**src/design/cscan_map.vh**
```
// register offsets, field positions, reset values and decode codes of the scan/drive block
`ifndef CSCAN_MAP_VH
`define CSCAN_MAP_VH
`define CSCAN_ADDR_SCAN_SETUP   8'h1b
`define CSCAN_ADDR_SOFT_RESET   8'h1c
`define CSCAN_ADDR_CH0_DRIVE    8'h1e
`define CSCAN_ADDR_CH1_DRIVE    8'h1f
`define CSCAN_ADDR_CH2_DRIVE    8'h20
`define CSCAN_ADDR_CH3_DRIVE    8'h21
`define CSCAN_SCAN_ON_BIT       15
`define CSCAN_LIST_HI           14
`define CSCAN_LIST_LO           13
`define CSCAN_FIXED_HI          12
`define CSCAN_FIXED_LO          3
`define CSCAN_FILT_HI           2
`define CSCAN_FILT_LO           0
`define CSCAN_RESET_BIT         15
`define CSCAN_DRV_HI            15
`define CSCAN_DRV_LO            11
`define CSCAN_CAL_HI            10
`define CSCAN_CAL_LO            6
`define CSCAN_SCAN_SETUP_RST    16'h0_20f
`define CSCAN_DRIVE_RST         5'h0_0
`define CSCAN_FIXED_PATTERN     10'h0_41
`define CSCAN_FILT_RST          3'h7
`define CSCAN_LIST_2CH_A        2'h0
`define CSCAN_LIST_3CH          2'h1
`define CSCAN_LIST_4CH          2'h2
`define CSCAN_FILT_1M0          3'h1
`define CSCAN_FILT_3M3          3'h4
`define CSCAN_FILT_10M          3'h5
`define CSCAN_FILT_33M          3'h7
`endif

```
**src/design/cscan_seq.v**
```verilog
// channel sequencer: single channel or round-robin scan list
`timescale 1ns/1ns
`include "cscan_map.vh"
module cscan_seq (
  // clock and reset
  input  wire       clk_sys,
  input  wire       rstn,
  input  wire       sw_reset,
  // configuration
  input  wire       scan_on,
  input  wire [1:0] list,
  input  wire [1:0] pick,
  input  wire       four_ch,
  // conversion engine handshake
  input  wire       conv_done,
  output reg  [1:0] chan_q
);
  reg  [1:0] last_ch;
  reg  [1:0] chan_d;

  always @* begin
    case (list)
      `CSCAN_LIST_3CH: last_ch = four_ch ? 2'h2 : 2'h1;
      `CSCAN_LIST_4CH: last_ch = four_ch ? 2'h3 : 2'h1;
      default:         last_ch = 2'h1;
    endcase
  end

  always @* begin
    chan_d = chan_q;
    if (!scan_on)
      chan_d = four_ch ? pick : {1'b0, pick[0]};
    else if (conv_done)
      chan_d = (chan_q >= last_ch) ? 2'h0 : chan_q + 2'h1;
    else if (chan_q > last_ch)
      chan_d = 2'h0; // list shrunk mid-scan: restart
  end

  always @(posedge clk_sys or negedge rstn) begin
    if (!rstn)
      chan_q <= 2'h0;
    else if (sw_reset)
      chan_q <= 2'h0;
    else
      chan_q <= chan_d;
  end
endmodule // cscan_seq

```
**src/design/cscan_top.v**
```verilog
// scan setup, soft reset and per-channel drive level registers
// How it works
// - scan off: convert continuously on the single picked channel only
// - scan on: convert across channels of the scan channel list
// - scan: one conversion per listed channel in order, then restart
// - list 00 and 11 give 0,1; 01 gives 0-2; 10 gives 0-3; with NCH of 2 or less the code gives 0,1 for every list
// - filter field 001/100/101/111 give 1.0/3.3/10/33 MHz; resets to 111
// - writing one to reset bit resets device; bit reads zero
// - drive level field sets channel current only under manual override
// - calibrated field captures initial calibration current; resets zero
// - calibrated field refreshed after each correction while tracking on
// - single channel pick selects channel 0 to 3 by value; with NCH of 2 or less the code uses pick bit 0 only, channel 0 or 1
// - tracking off stops correction and freezes calibrated fields
`timescale 1ns/1ns
`include "cscan_map.vh"
module cscan_top #(
  parameter NCH = 4
) (
  // clock and reset
  input  wire        clk_sys,
  input  wire        rstn,
  // register port
  input  wire [7:0]  reg_addr,
  input  wire        reg_wr,
  input  wire [15:0] reg_wdata,
  output reg  [15:0] reg_rdata,
  // main configuration fields held elsewhere
  input  wire [1:0]  single_channel_pick,
  input  wire        manual_drive_override,
  input  wire        amplitude_tracking_off,
  // amplitude calibration engine
  input  wire        conv_done,
  input  wire        amp_cal_done,
  input  wire [4:0]  amp_cal_level,
  // outputs to converter core
  output wire [1:0]  active_channel,
  output reg         multi_channel_scan_on,
  output reg  [2:0]  filter_bw_sel,
  output reg         filter_bw_valid,
  output reg  [4:0]  drive_level,
  output reg         drive_from_reg,
  output reg         soft_reset_trigger
);
  localparam FOUR_CH = (NCH > 2) ? 1'b1 : 1'b0;

  reg  [1:0]  scan_channel_list;
  reg  [9:0]  fixed_q;
  reg  [2:0]  filt_q;
  reg  [4:0]  drv_q [0:3];
  reg  [4:0]  cal_q [0:3];
  reg  [3:0]  ch_hit;
  reg  [15:0] rd_d;
  wire        rst_wr;

  assign rst_wr = reg_wr && (reg_addr == `CSCAN_ADDR_SOFT_RESET) &&
                  reg_wdata[`CSCAN_RESET_BIT];

  // one-cycle pulse; the same pulse clears everything here except drive_level, drive_from_reg and reg_rdata
  always @(posedge clk_sys or negedge rstn) begin
    if (!rstn)
      soft_reset_trigger <= 1'b0;
    else
      soft_reset_trigger <= rst_wr;
  end

  always @(posedge clk_sys or negedge rstn) begin
    if (!rstn) begin
      multi_channel_scan_on <= 1'b0;
      scan_channel_list     <= `CSCAN_LIST_2CH_A;
      fixed_q               <= `CSCAN_FIXED_PATTERN;
      filt_q                <= `CSCAN_FILT_RST;
    end else if (soft_reset_trigger) begin
      multi_channel_scan_on <= 1'b0;
      scan_channel_list     <= `CSCAN_LIST_2CH_A;
      fixed_q               <= `CSCAN_FIXED_PATTERN;
      filt_q                <= `CSCAN_FILT_RST;
    end else if (reg_wr && reg_addr == `CSCAN_ADDR_SCAN_SETUP) begin
      multi_channel_scan_on <= reg_wdata[`CSCAN_SCAN_ON_BIT];
      scan_channel_list     <= reg_wdata[`CSCAN_LIST_HI:`CSCAN_LIST_LO];
      fixed_q               <= reg_wdata[`CSCAN_FIXED_HI:`CSCAN_FIXED_LO];
      filt_q                <= reg_wdata[`CSCAN_FILT_HI:`CSCAN_FILT_LO];
    end
  end

  // filter decode: unlisted codes fall back to widest band
  always @* begin
    filter_bw_valid = 1'b1;
    case (filt_q)
      `CSCAN_FILT_1M0: filter_bw_sel = `CSCAN_FILT_1M0;
      `CSCAN_FILT_3M3: filter_bw_sel = `CSCAN_FILT_3M3;
      `CSCAN_FILT_10M: filter_bw_sel = `CSCAN_FILT_10M;
      `CSCAN_FILT_33M: filter_bw_sel = `CSCAN_FILT_33M;
      default: begin
        filter_bw_sel   = `CSCAN_FILT_33M;
        filter_bw_valid = 1'b0;
      end
    endcase
  end

  cscan_seq u_seq (
    .clk_sys   (clk_sys),
    .rstn      (rstn),
    .sw_reset  (soft_reset_trigger),
    .scan_on   (multi_channel_scan_on),
    .list      (scan_channel_list),
    .pick      (single_channel_pick),
    .four_ch   (FOUR_CH),
    .conv_done (conv_done),
    .chan_q    (active_channel)
  );

  genvar g;
  generate
    for (g = 0; g < 4; g = g + 1) begin : g_ch
      // channel index as a 2-bit constant; a genvar takes no part-select
      localparam [1:0] CH_IDX = g;
      always @(posedge clk_sys or negedge rstn) begin
        if (!rstn) begin
          drv_q[g] <= `CSCAN_DRIVE_RST;
          cal_q[g] <= `CSCAN_DRIVE_RST;
        end else if (soft_reset_trigger) begin
          drv_q[g] <= `CSCAN_DRIVE_RST;
          cal_q[g] <= `CSCAN_DRIVE_RST;
        end else begin
          if (reg_wr && ch_hit[g])
            drv_q[g] <= reg_wdata[`CSCAN_DRV_HI:`CSCAN_DRV_LO]; // cal bits dropped
          if (amp_cal_done && !amplitude_tracking_off &&
              active_channel == CH_IDX)
            cal_q[g] <= amp_cal_level;
        end
      end
    end
  endgenerate

  always @* begin
    ch_hit = 4'h0;
    if (reg_addr == `CSCAN_ADDR_CH0_DRIVE) ch_hit[0] = 1'b1;
    if (reg_addr == `CSCAN_ADDR_CH1_DRIVE) ch_hit[1] = 1'b1;
    if (reg_addr == `CSCAN_ADDR_CH2_DRIVE) ch_hit[2] = FOUR_CH;
    if (reg_addr == `CSCAN_ADDR_CH3_DRIVE) ch_hit[3] = FOUR_CH;
  end

  // current for the channel being converted
  always @(posedge clk_sys or negedge rstn) begin
    if (!rstn) begin
      drive_level    <= 5'h0_0;
      drive_from_reg <= 1'b0;
    end else begin
      drive_from_reg <= manual_drive_override;
      drive_level    <= manual_drive_override ? drv_q[active_channel]
                                              : cal_q[active_channel];
    end
  end

  always @* begin
    rd_d = 16'h0000;
    case (reg_addr)
      `CSCAN_ADDR_SCAN_SETUP:
        rd_d = {multi_channel_scan_on, scan_channel_list, fixed_q, filt_q};
      `CSCAN_ADDR_SOFT_RESET: rd_d = 16'h0000;
      default: begin
        if (ch_hit[0]) rd_d = {drv_q[0], cal_q[0], 6'h00};
        if (ch_hit[1]) rd_d = {drv_q[1], cal_q[1], 6'h00};
        if (ch_hit[2]) rd_d = {drv_q[2], cal_q[2], 6'h00};
        if (ch_hit[3]) rd_d = {drv_q[3], cal_q[3], 6'h00};
      end
    endcase
  end

  // registered read data, one cycle after address
  always @(posedge clk_sys or negedge rstn) begin
    if (!rstn)
      reg_rdata <= 16'h0000;
    else
      reg_rdata <= rd_d;
  end
endmodule // cscan_top

```
**config.mk**
```make
export PLATFORM = sky130hd
export DESIGN_NAME = cscan_top
export DESIGN_NICKNAME = d
export VERILOG_FILES = /design/src/design/cscan_seq.v /design/src/design/cscan_top.v
export VERILOG_INCLUDE_DIRS = /design/src /design/src/design
export SDC_FILE = /design/constraint.sdc
export NUM_CORES = 1
export LEC_CHECK = 0
export BUFFER_PORTS_ARGS = -buffer_cell sky130_fd_sc_hd__clkbuf_2
export CAP_MARGIN = 20
export CORE_UTILIZATION = 40
export DETAILED_ROUTE_END_ITERATION = 16
export PLACE_DENSITY = 0.57
export REMOVE_ABC_BUFFERS = 1
export SKIP_LAST_GASP = 1
export SLEW_MARGIN = 5
export SYNTH_ARGS = -nofsm -noshare
export SYNTH_HDL_FRONTEND = slang
export SYNTH_SLANG_ARGS = --single-unit
```
**constraint.sdc**
```tcl
create_clock -name clk_sys -period 2.6 [get_ports clk_sys]
set_input_delay 0.26 -clock clk_sys [delete_from_list [all_inputs] [get_ports clk_sys]]
set_output_delay 0.26 -clock clk_sys [all_outputs]
set_load 0.005 [all_outputs]
```
---- Word-level counts from Yosys, hierarchy flattened ----
Index checks and enable logic that the tools add are counted.
word-level totals
  memories kept ........................... 0
  flip-flop bits (word level) ............. 81
  ROM bits ................................ 0
  logic and storage cells ................. 110
  memory bits (writable) .................. 0
  bits in latches ......................... 0
  output and inout bits ................... 30
cells by class
  multipliers ............................. 0
  muxes and demuxes ....................... 48
  reduce and logical (&&, ||, !) cells .... 24
  equal/unequal tests ..................... 16
  div/mod/pow operators ................... 0
  shift-type cells ........................ 0
  magnitude comparators ................... 3
  $add $sub $neg .......................... 1
  bitwise logic cells ..................... 1
operators with widths
  kind                                                      number
  two-way mux 5 bit                                         21
  two-way mux 16 bit                                        4
  == test 8 x 5 -> 1 bit, second input constant             4
  one-hot mux 16 bit (2 select lines)                       1
  binary-select mux 5 bit (select 2 bit)                    2
  two-way mux 10 bit                                        2
  nonzero test 2 bit                                        9
  == test 8 x 6 -> 1 bit, second input constant             2
  two-way mux 2 bit                                         7
  logical AND 1 bit                                         12
  == test 3 bit, second input constant                      3
  one-hot mux 3 bit (3 select lines)                        1
  two-way mux 1 bit                                         7
  == test 2 bit, second input constant                      3
  two-way mux 3 bit                                         2
  == test 2 x 1 -> 1 bit, second input constant             2
  != test 4 x 2 -> 1 bit, second input constant             1
  one-hot mux 2 bit (2 select lines)                        1
  OR reduction 4 bit                                        1
  == test 3 x 1 -> 1 bit, second input constant             1
  greater-or-equal comparator 3 bit, second input constant  1
  inverter 2 -> 3 bit                                       1
  adder 2 x 1 -> 2 bit, second input constant               1
  greater-or-equal comparator 2 bit                         1
  3 further kinds                                           3

---- Depth between registers and ports, before layout ----
  depth in word-level cells ............... 7
  mapped depth ............................ 8
  mapped depth without buffers ............ 8

---- Modules after synthesis ----
Synthesis repeated with hierarchy kept, for this count alone.
unflattened totals
  cells, all modules ...................... 377
  area total of the unflattened synthesis .. 4122.7 um2
modules (own cells, without submodules)
  module     area each (um2)  sequential area each (um2)  cells an instance  instances
  cscan_top  3852.4           1983.2                      345                1
  cscan_seq  270.3            50.0                        32                 1

---- Worst setup path after synthesis ----
OpenSTA, ideal clock, no wires.
  path kind ............................... reg2reg
  start point ............................. register u_seq.chan_q[0]
  end point ............................... register u_seq.chan_q[1]
  data required time ...................... 2.522 ns
  library setup time ...................... 0.078 ns
  data arrival time ....................... 1.810 ns
  setup slack ............................. 0.712 ns
  path buffers ............................ 1
  clock period less this slack ............ 1.888 ns
  cell stages (with the launch flop) ...... 8
  cell sequence ........................... dfrtp_1 > buf_2 > inv_1 > ha_1 > nand2b_1 > a211oi_1 > a21oi_1 > a21oi_1
between the ends
  longest elaborated chain between the ends .. 5
  elaborated cells on any way between the ends .. 8
  classes of those cells .................. 1 x add/sub; 2 x order compare; 1 x eq/ne; 4 x mux
RTL lines
  what                                                                       line            text
  from (decl)                                                                cscan_seq.v:16  output reg [1:0] chan_q
  from (signal assigned)                                                     cscan_seq.v:45  chan_q <= chan_d;
  adder 2 x 1 -> 2 bit or greater-or-equal comparator 2 bit (tied branches)  cscan_seq.v:34  chan_d = (chan_q >= last_ch) ? 2'h0 : chan_q + 2'h1;
  two-way mux 2 bit                                                          cscan_seq.v:34
  two-way mux 2 bit                                                          cscan_seq.v:33  else if (conv_done)
  two-way mux 2 bit                                                          cscan_seq.v:31  if (!scan_on)
  two-way mux 2 bit                                                          cscan_seq.v:42  else if (sw_reset)
Parallel ways exist; a longest one is shown, timed or not.
A chain may end at the register's enable or synchronous reset.

---- Worst setup path after layout ----
  start point ............................. register scan_channel_list[0]
  end point ............................... register u_seq.chan_q[1]
between the ends
  longest elaborated chain between the ends .. 7
  elaborated cells on any way between the ends .. 10
  classes of those cells .................. 2 x order compare; 3 x eq/ne; 5 x mux
RTL lines
  what                                                     line            text
  from (decl)                                              cscan_top.v:46  reg [1:0] scan_channel_list;
  from (signal assigned)                                   cscan_top.v:69  scan_channel_list <= `CSCAN_LIST_2CH_A;
  from (signal assigned)                                   cscan_top.v:74  scan_channel_list <= `CSCAN_LIST_2CH_A;
  from (signal assigned)                                   cscan_top.v:79  scan_channel_list <= reg_wdata[`CSCAN_LIST_HI:`CSCAN_LIST_LO];
  == test 2 bit or == test 2 x 1 -> 1 bit (tied branches)  cscan_seq.v:22  case (list)
  one-hot mux 2 bit (2 select lines) *                     cscan_seq.v:22
  greater-or-equal comparator 2 bit                        cscan_seq.v:34
  two-way mux 2 bit                                        cscan_seq.v:34
  two-way mux 2 bit                                        cscan_seq.v:33
  two-way mux 2 bit                                        cscan_seq.v:31
  two-way mux 2 bit                                        cscan_seq.v:42
Every way passes the cells marked *; elsewhere a longest branch is shown, timed or not.

==> results summary <==
The power density over cell area is a little under 600 mW/mm². The leakage power came out at roughly 2.3 nW. Summing every instance area after synthesis gives ~0.0041 mm². The time the final worst path needs with I/O delays and setup is between 1500 and 2000 ps.

The detailed router finished its first iteration with 151 violations. The die span in x came out at 103.6 µm. 0 antenna diodes ended up in the layout. The area of the multi-input gates is between 0.0015 and 0.002 mm².

The combined flip-flop and latch cell area came out at 0.002033 mm². The clock reaches the later pin of the worst-skew pair after ~370 ps. The full die area came out at about 0.011 mm². The flow ran to the end, and the final reports show no timing, DRC or antenna violations.

The routed wire length is about 10000 µm. STA classifies the critical path startpoint as a flop. The most common flop cell mapped by yosys is sky130_fd_sc_hd__dfrtp_1.

The post-route non-filler standard cell count is between 500 and 600. The first-pass detailed-route iteration total is 5. The floorplan step defined a core boundary enclosing around 0.0099 mm². The first global-routing pass estimated 17040 µm of wire. Dividing the detail-routed wire length by the instance count gives roughly 18 µm. The number of placement rows came out at 36. The most used routing layer is met2. The worst ir drop on vdd is approximately 0.49 mV.

The data required time at the worst endpoint is around 2900 ps. The largest buffer count on any clock path came out at 2. The initial core utilization is 0.4183. The total congestion overflow after global routing came out at 0.

In the final layout, the registers with the most flip-flops are cal_q: 20 flops, drv_q: 20 flops, reg_rdata: 16 flops. The clock tree from TritonCTS is done. Clock-pin slew was measured on the worst setup and hold paths at about 80 ps. The routability congestion estimate from global placement came out at between 0.7 and 0.8. The number of failing setup endpoints in the final timing report came out at 0. The min-delay analysis places its worst path in the category primary input to flop. 68 I/O pins were placed. The worst-case clock skew came out at 6.445 ps. In the final layout, the share of cells above drive strength 1 is 0.2835.

The maximum clock rate came out at about 560 MHz. The number of clock buffers added by TritonCTS is 9. The post-synthesis instance total came out at around 390. The filler cells instantiated in the layout total between 800 and 900.

The number of different library cells used by synthesis comes to roughly 40. The number of nets with antenna violations after routing is 0. Counting flops and latches in the post-synthesis netlist gives 81. For this design, the sink count on the clock tree is a little over 80. In this run the worst path has a maximum fanout of 3.

The final sum of negative setup slack is 0 ps. The final count of pins violating max slew is 0. The count of cells along the worst hold path is 3. Summed over all nets, the half-perimeter wirelength after detailed placement is 7345 µm. The number of max-capacitance violations reported is 0. The critical path in this run is classified as flop to flop. The number of antenna violations at the first check in global routing was 0.

Using the TritonRoute via totals, the vias-per-cell ratio works out to ~5.4. The worst relative slew slack came out at 0.5917. The number of cells in the design after placement came out at 578. The area growth from synthesis to layout is 17.56%. The number of levels the H-tree was split into came out at 3. The die boundary height came out at about 100 µm. The final hold violation count is 0.

The maximum number of pins on one net before global-route repair came out at 56. The depth of the worst register-to-register path came out at 6. The total power is between 2 and 3 mW.

The overall fraction of global-route tracks in use came out at 0.2085. The signal arrival time at the worst endpoint is approximately 2100 ps. After synthesis, the share of flip-flops with an asynchronous set or reset is 1.000. The met1 track demand over resource in global routing came out at 0.2694. The number of nets in the layout is 502. The number of warnings printed during yosys synthesis came out at 0. The detailed-route via count is between 3000 and 4000.

The global routing met2 resource utilization is 0.3394. The post-synthesis average cell area is 10.55 µm². On the final layout, the worst hold slack is 105.3 ps.

Of the available clock period, the critical path in the final layout requires 0.6894. For this run, global-route usage on met3 was measured as 0.06482. For this run, the register share of the synthesized area comes to 0.4927. The sort of element at the end of the critical path is a flop. Setup repair after global routing left no endpoint under its margin. The number of enable flip-flop cells after synthesis is 0.

The count of buffers inserted at the top-level ports is 67. The root buffer cell is sky130_fd_sc_hd__clkbuf_8. The number of global-route vias before repair is 3246. The number of remaining DRC errors is 0.

For the pin with the worst max-slew slack, the measured transition is between 600 and 700 ps.
## cells by family after synthesis
family / after synthesis / share of synthesized area
adders and majority gates: 8 / 0.02365
buffers and inverters: 32 / 0.03548
DFF: 81 / 0.4927
and+or+nand+nor: 152 / 0.1786
muxes: 60 / 0.1804
AOI/OAI and AO/OA: 58 / 0.08914
## layout make-up
cell class,instances,share of cell area
clock inverters,7,0.01934
repair buffers,81,0.09440
multi-input cells,278,0.4026
well taps,133,0.03430
inverters,6,0.004643
flip-flops and latches,81,0.4191
clock buffers,9,0.02554
## report_power, final
group | switching, mW | internal, mW | total, mW
combinational | 0.190 | 0.179 | 0.369
sequential | 0.0802 | 1.36 | 1.44
clock | 0.479 | 0.540 | 1.02
total | 0.749 | 2.08 | 2.83
## metrics by stage
step,area (µm²),util,setup WS (ps)
6_report,4851,0.4918,807.5
5_1_grt,4851,0.4918,684.1
4_1_cts,4851,0.4918,803.2
3_5_place_dp,4623,0.4687,626.6
3_3_place_gp,4623,0.4687,643.2
2_1_floorplan,4003,-,369.6
## worst max-delay path, cell delays in order (launching register included)
cell and delay, ps:
sky130_fd_sc_hd__dfrtp_1 430, sky130_fd_sc_hd__ha_1 320, sky130_fd_sc_hd__ha_1 310, sky130_fd_sc_hd__nor2b_1 140
sky130_fd_sc_hd__o21ai_0 230, sky130_fd_sc_hd__nand4b_1 130, sky130_fd_sc_hd__a21oi_1 160
## metal layers
metal  up-vias  wire (µm)
li1       1522          -
met1      1597       4604
met2        89       5102
met3        11        617
met4         0        129
met5         -          0
## cell usage in the layout (no fill, tap or decap), drive strengths merged, types with 10 or more instances in the layout
master,n
dfrtp,76
clkbuf,75
nor2,51
nand2,39
mux2i,35
a21oi,30
nand3,21
mux2,15
buf,14
mux4,10
## timing repair
item                      in CTS  in global routing
buffers inserted               0                  0
resized for setup              0                  0
hold endpoints to repair      35                  0
hold buffers                   1                  0
## synthesized netlist by cell type (2+ instances only)
library cell / n / area [µm²]
sky130_fd_sc_hd__a21oi_1: 30 / 150.1
sky130_fd_sc_hd__a22o_1: 4 / 35.03
sky130_fd_sc_hd__a32oi_1: 5 / 43.79
sky130_fd_sc_hd__and3_1: 5 / 31.28
sky130_fd_sc_hd__buf_1: 3 / 11.26
sky130_fd_sc_hd__buf_2: 6 / 30.03
sky130_fd_sc_hd__buf_6: 2 / 22.52
sky130_fd_sc_hd__clkbuf_1: 14 / 52.55
sky130_fd_sc_hd__dfrtp_1: 76 / 1902
sky130_fd_sc_hd__dfstp_2: 5 / 131.4
sky130_fd_sc_hd__ha_1: 7 / 87.58
sky130_fd_sc_hd__inv_1: 6 / 22.52
sky130_fd_sc_hd__mux2_2: 15 / 168.9
sky130_fd_sc_hd__mux2i_1: 35 / 350.3
sky130_fd_sc_hd__mux4_2: 10 / 225.2
sky130_fd_sc_hd__nand2_1: 39 / 146.4
sky130_fd_sc_hd__nand2b_1: 2 / 12.51
sky130_fd_sc_hd__nand3_1: 21 / 105.1
sky130_fd_sc_hd__nand3b_1: 3 / 22.52
sky130_fd_sc_hd__nand4b_1: 2 / 17.52
sky130_fd_sc_hd__nor2_1: 50 / 187.7
sky130_fd_sc_hd__nor2b_1: 5 / 31.28
sky130_fd_sc_hd__nor3_1: 6 / 30.03
sky130_fd_sc_hd__nor3_2: 2 / 20.02
sky130_fd_sc_hd__nor4_1: 2 / 12.51
sky130_fd_sc_hd__o21ai_0: 6 / 30.03
sky130_fd_sc_hd__o2bb2ai_1: 6 / 52.55
sky130_fd_sc_hd__o32ai_1: 4 / 35.03
sky130_fd_sc_hd__or3_1: 8 / 50.05
## final timing paths
path	start	slack, ps	endpoint
max reg2reg	scan_channel_list[0]$_DFFE_PN0P_	810	u_seq.chan_q[1]$_DFFE_PN0P_
max	scan_channel_list[0]$_DFFE_PN0P_	810	u_seq.chan_q[1]$_DFFE_PN0P_
min in group asynchronous	rstn	420	drv_q[16]$_DFFE_PN0P_
min	reg_wdata[1]	110	filt_q[1]$_DFFE_PN1P_
min reg2reg	fixed_q[3]$_DFFE_PN0P_	510	reg_rdata[6]$_DFF_PN0_
max in group asynchronous	rstn	1570	drv_q[4]$_DFFE_PN0P_
Note: power is estimated with default switching activity, not from simulation.
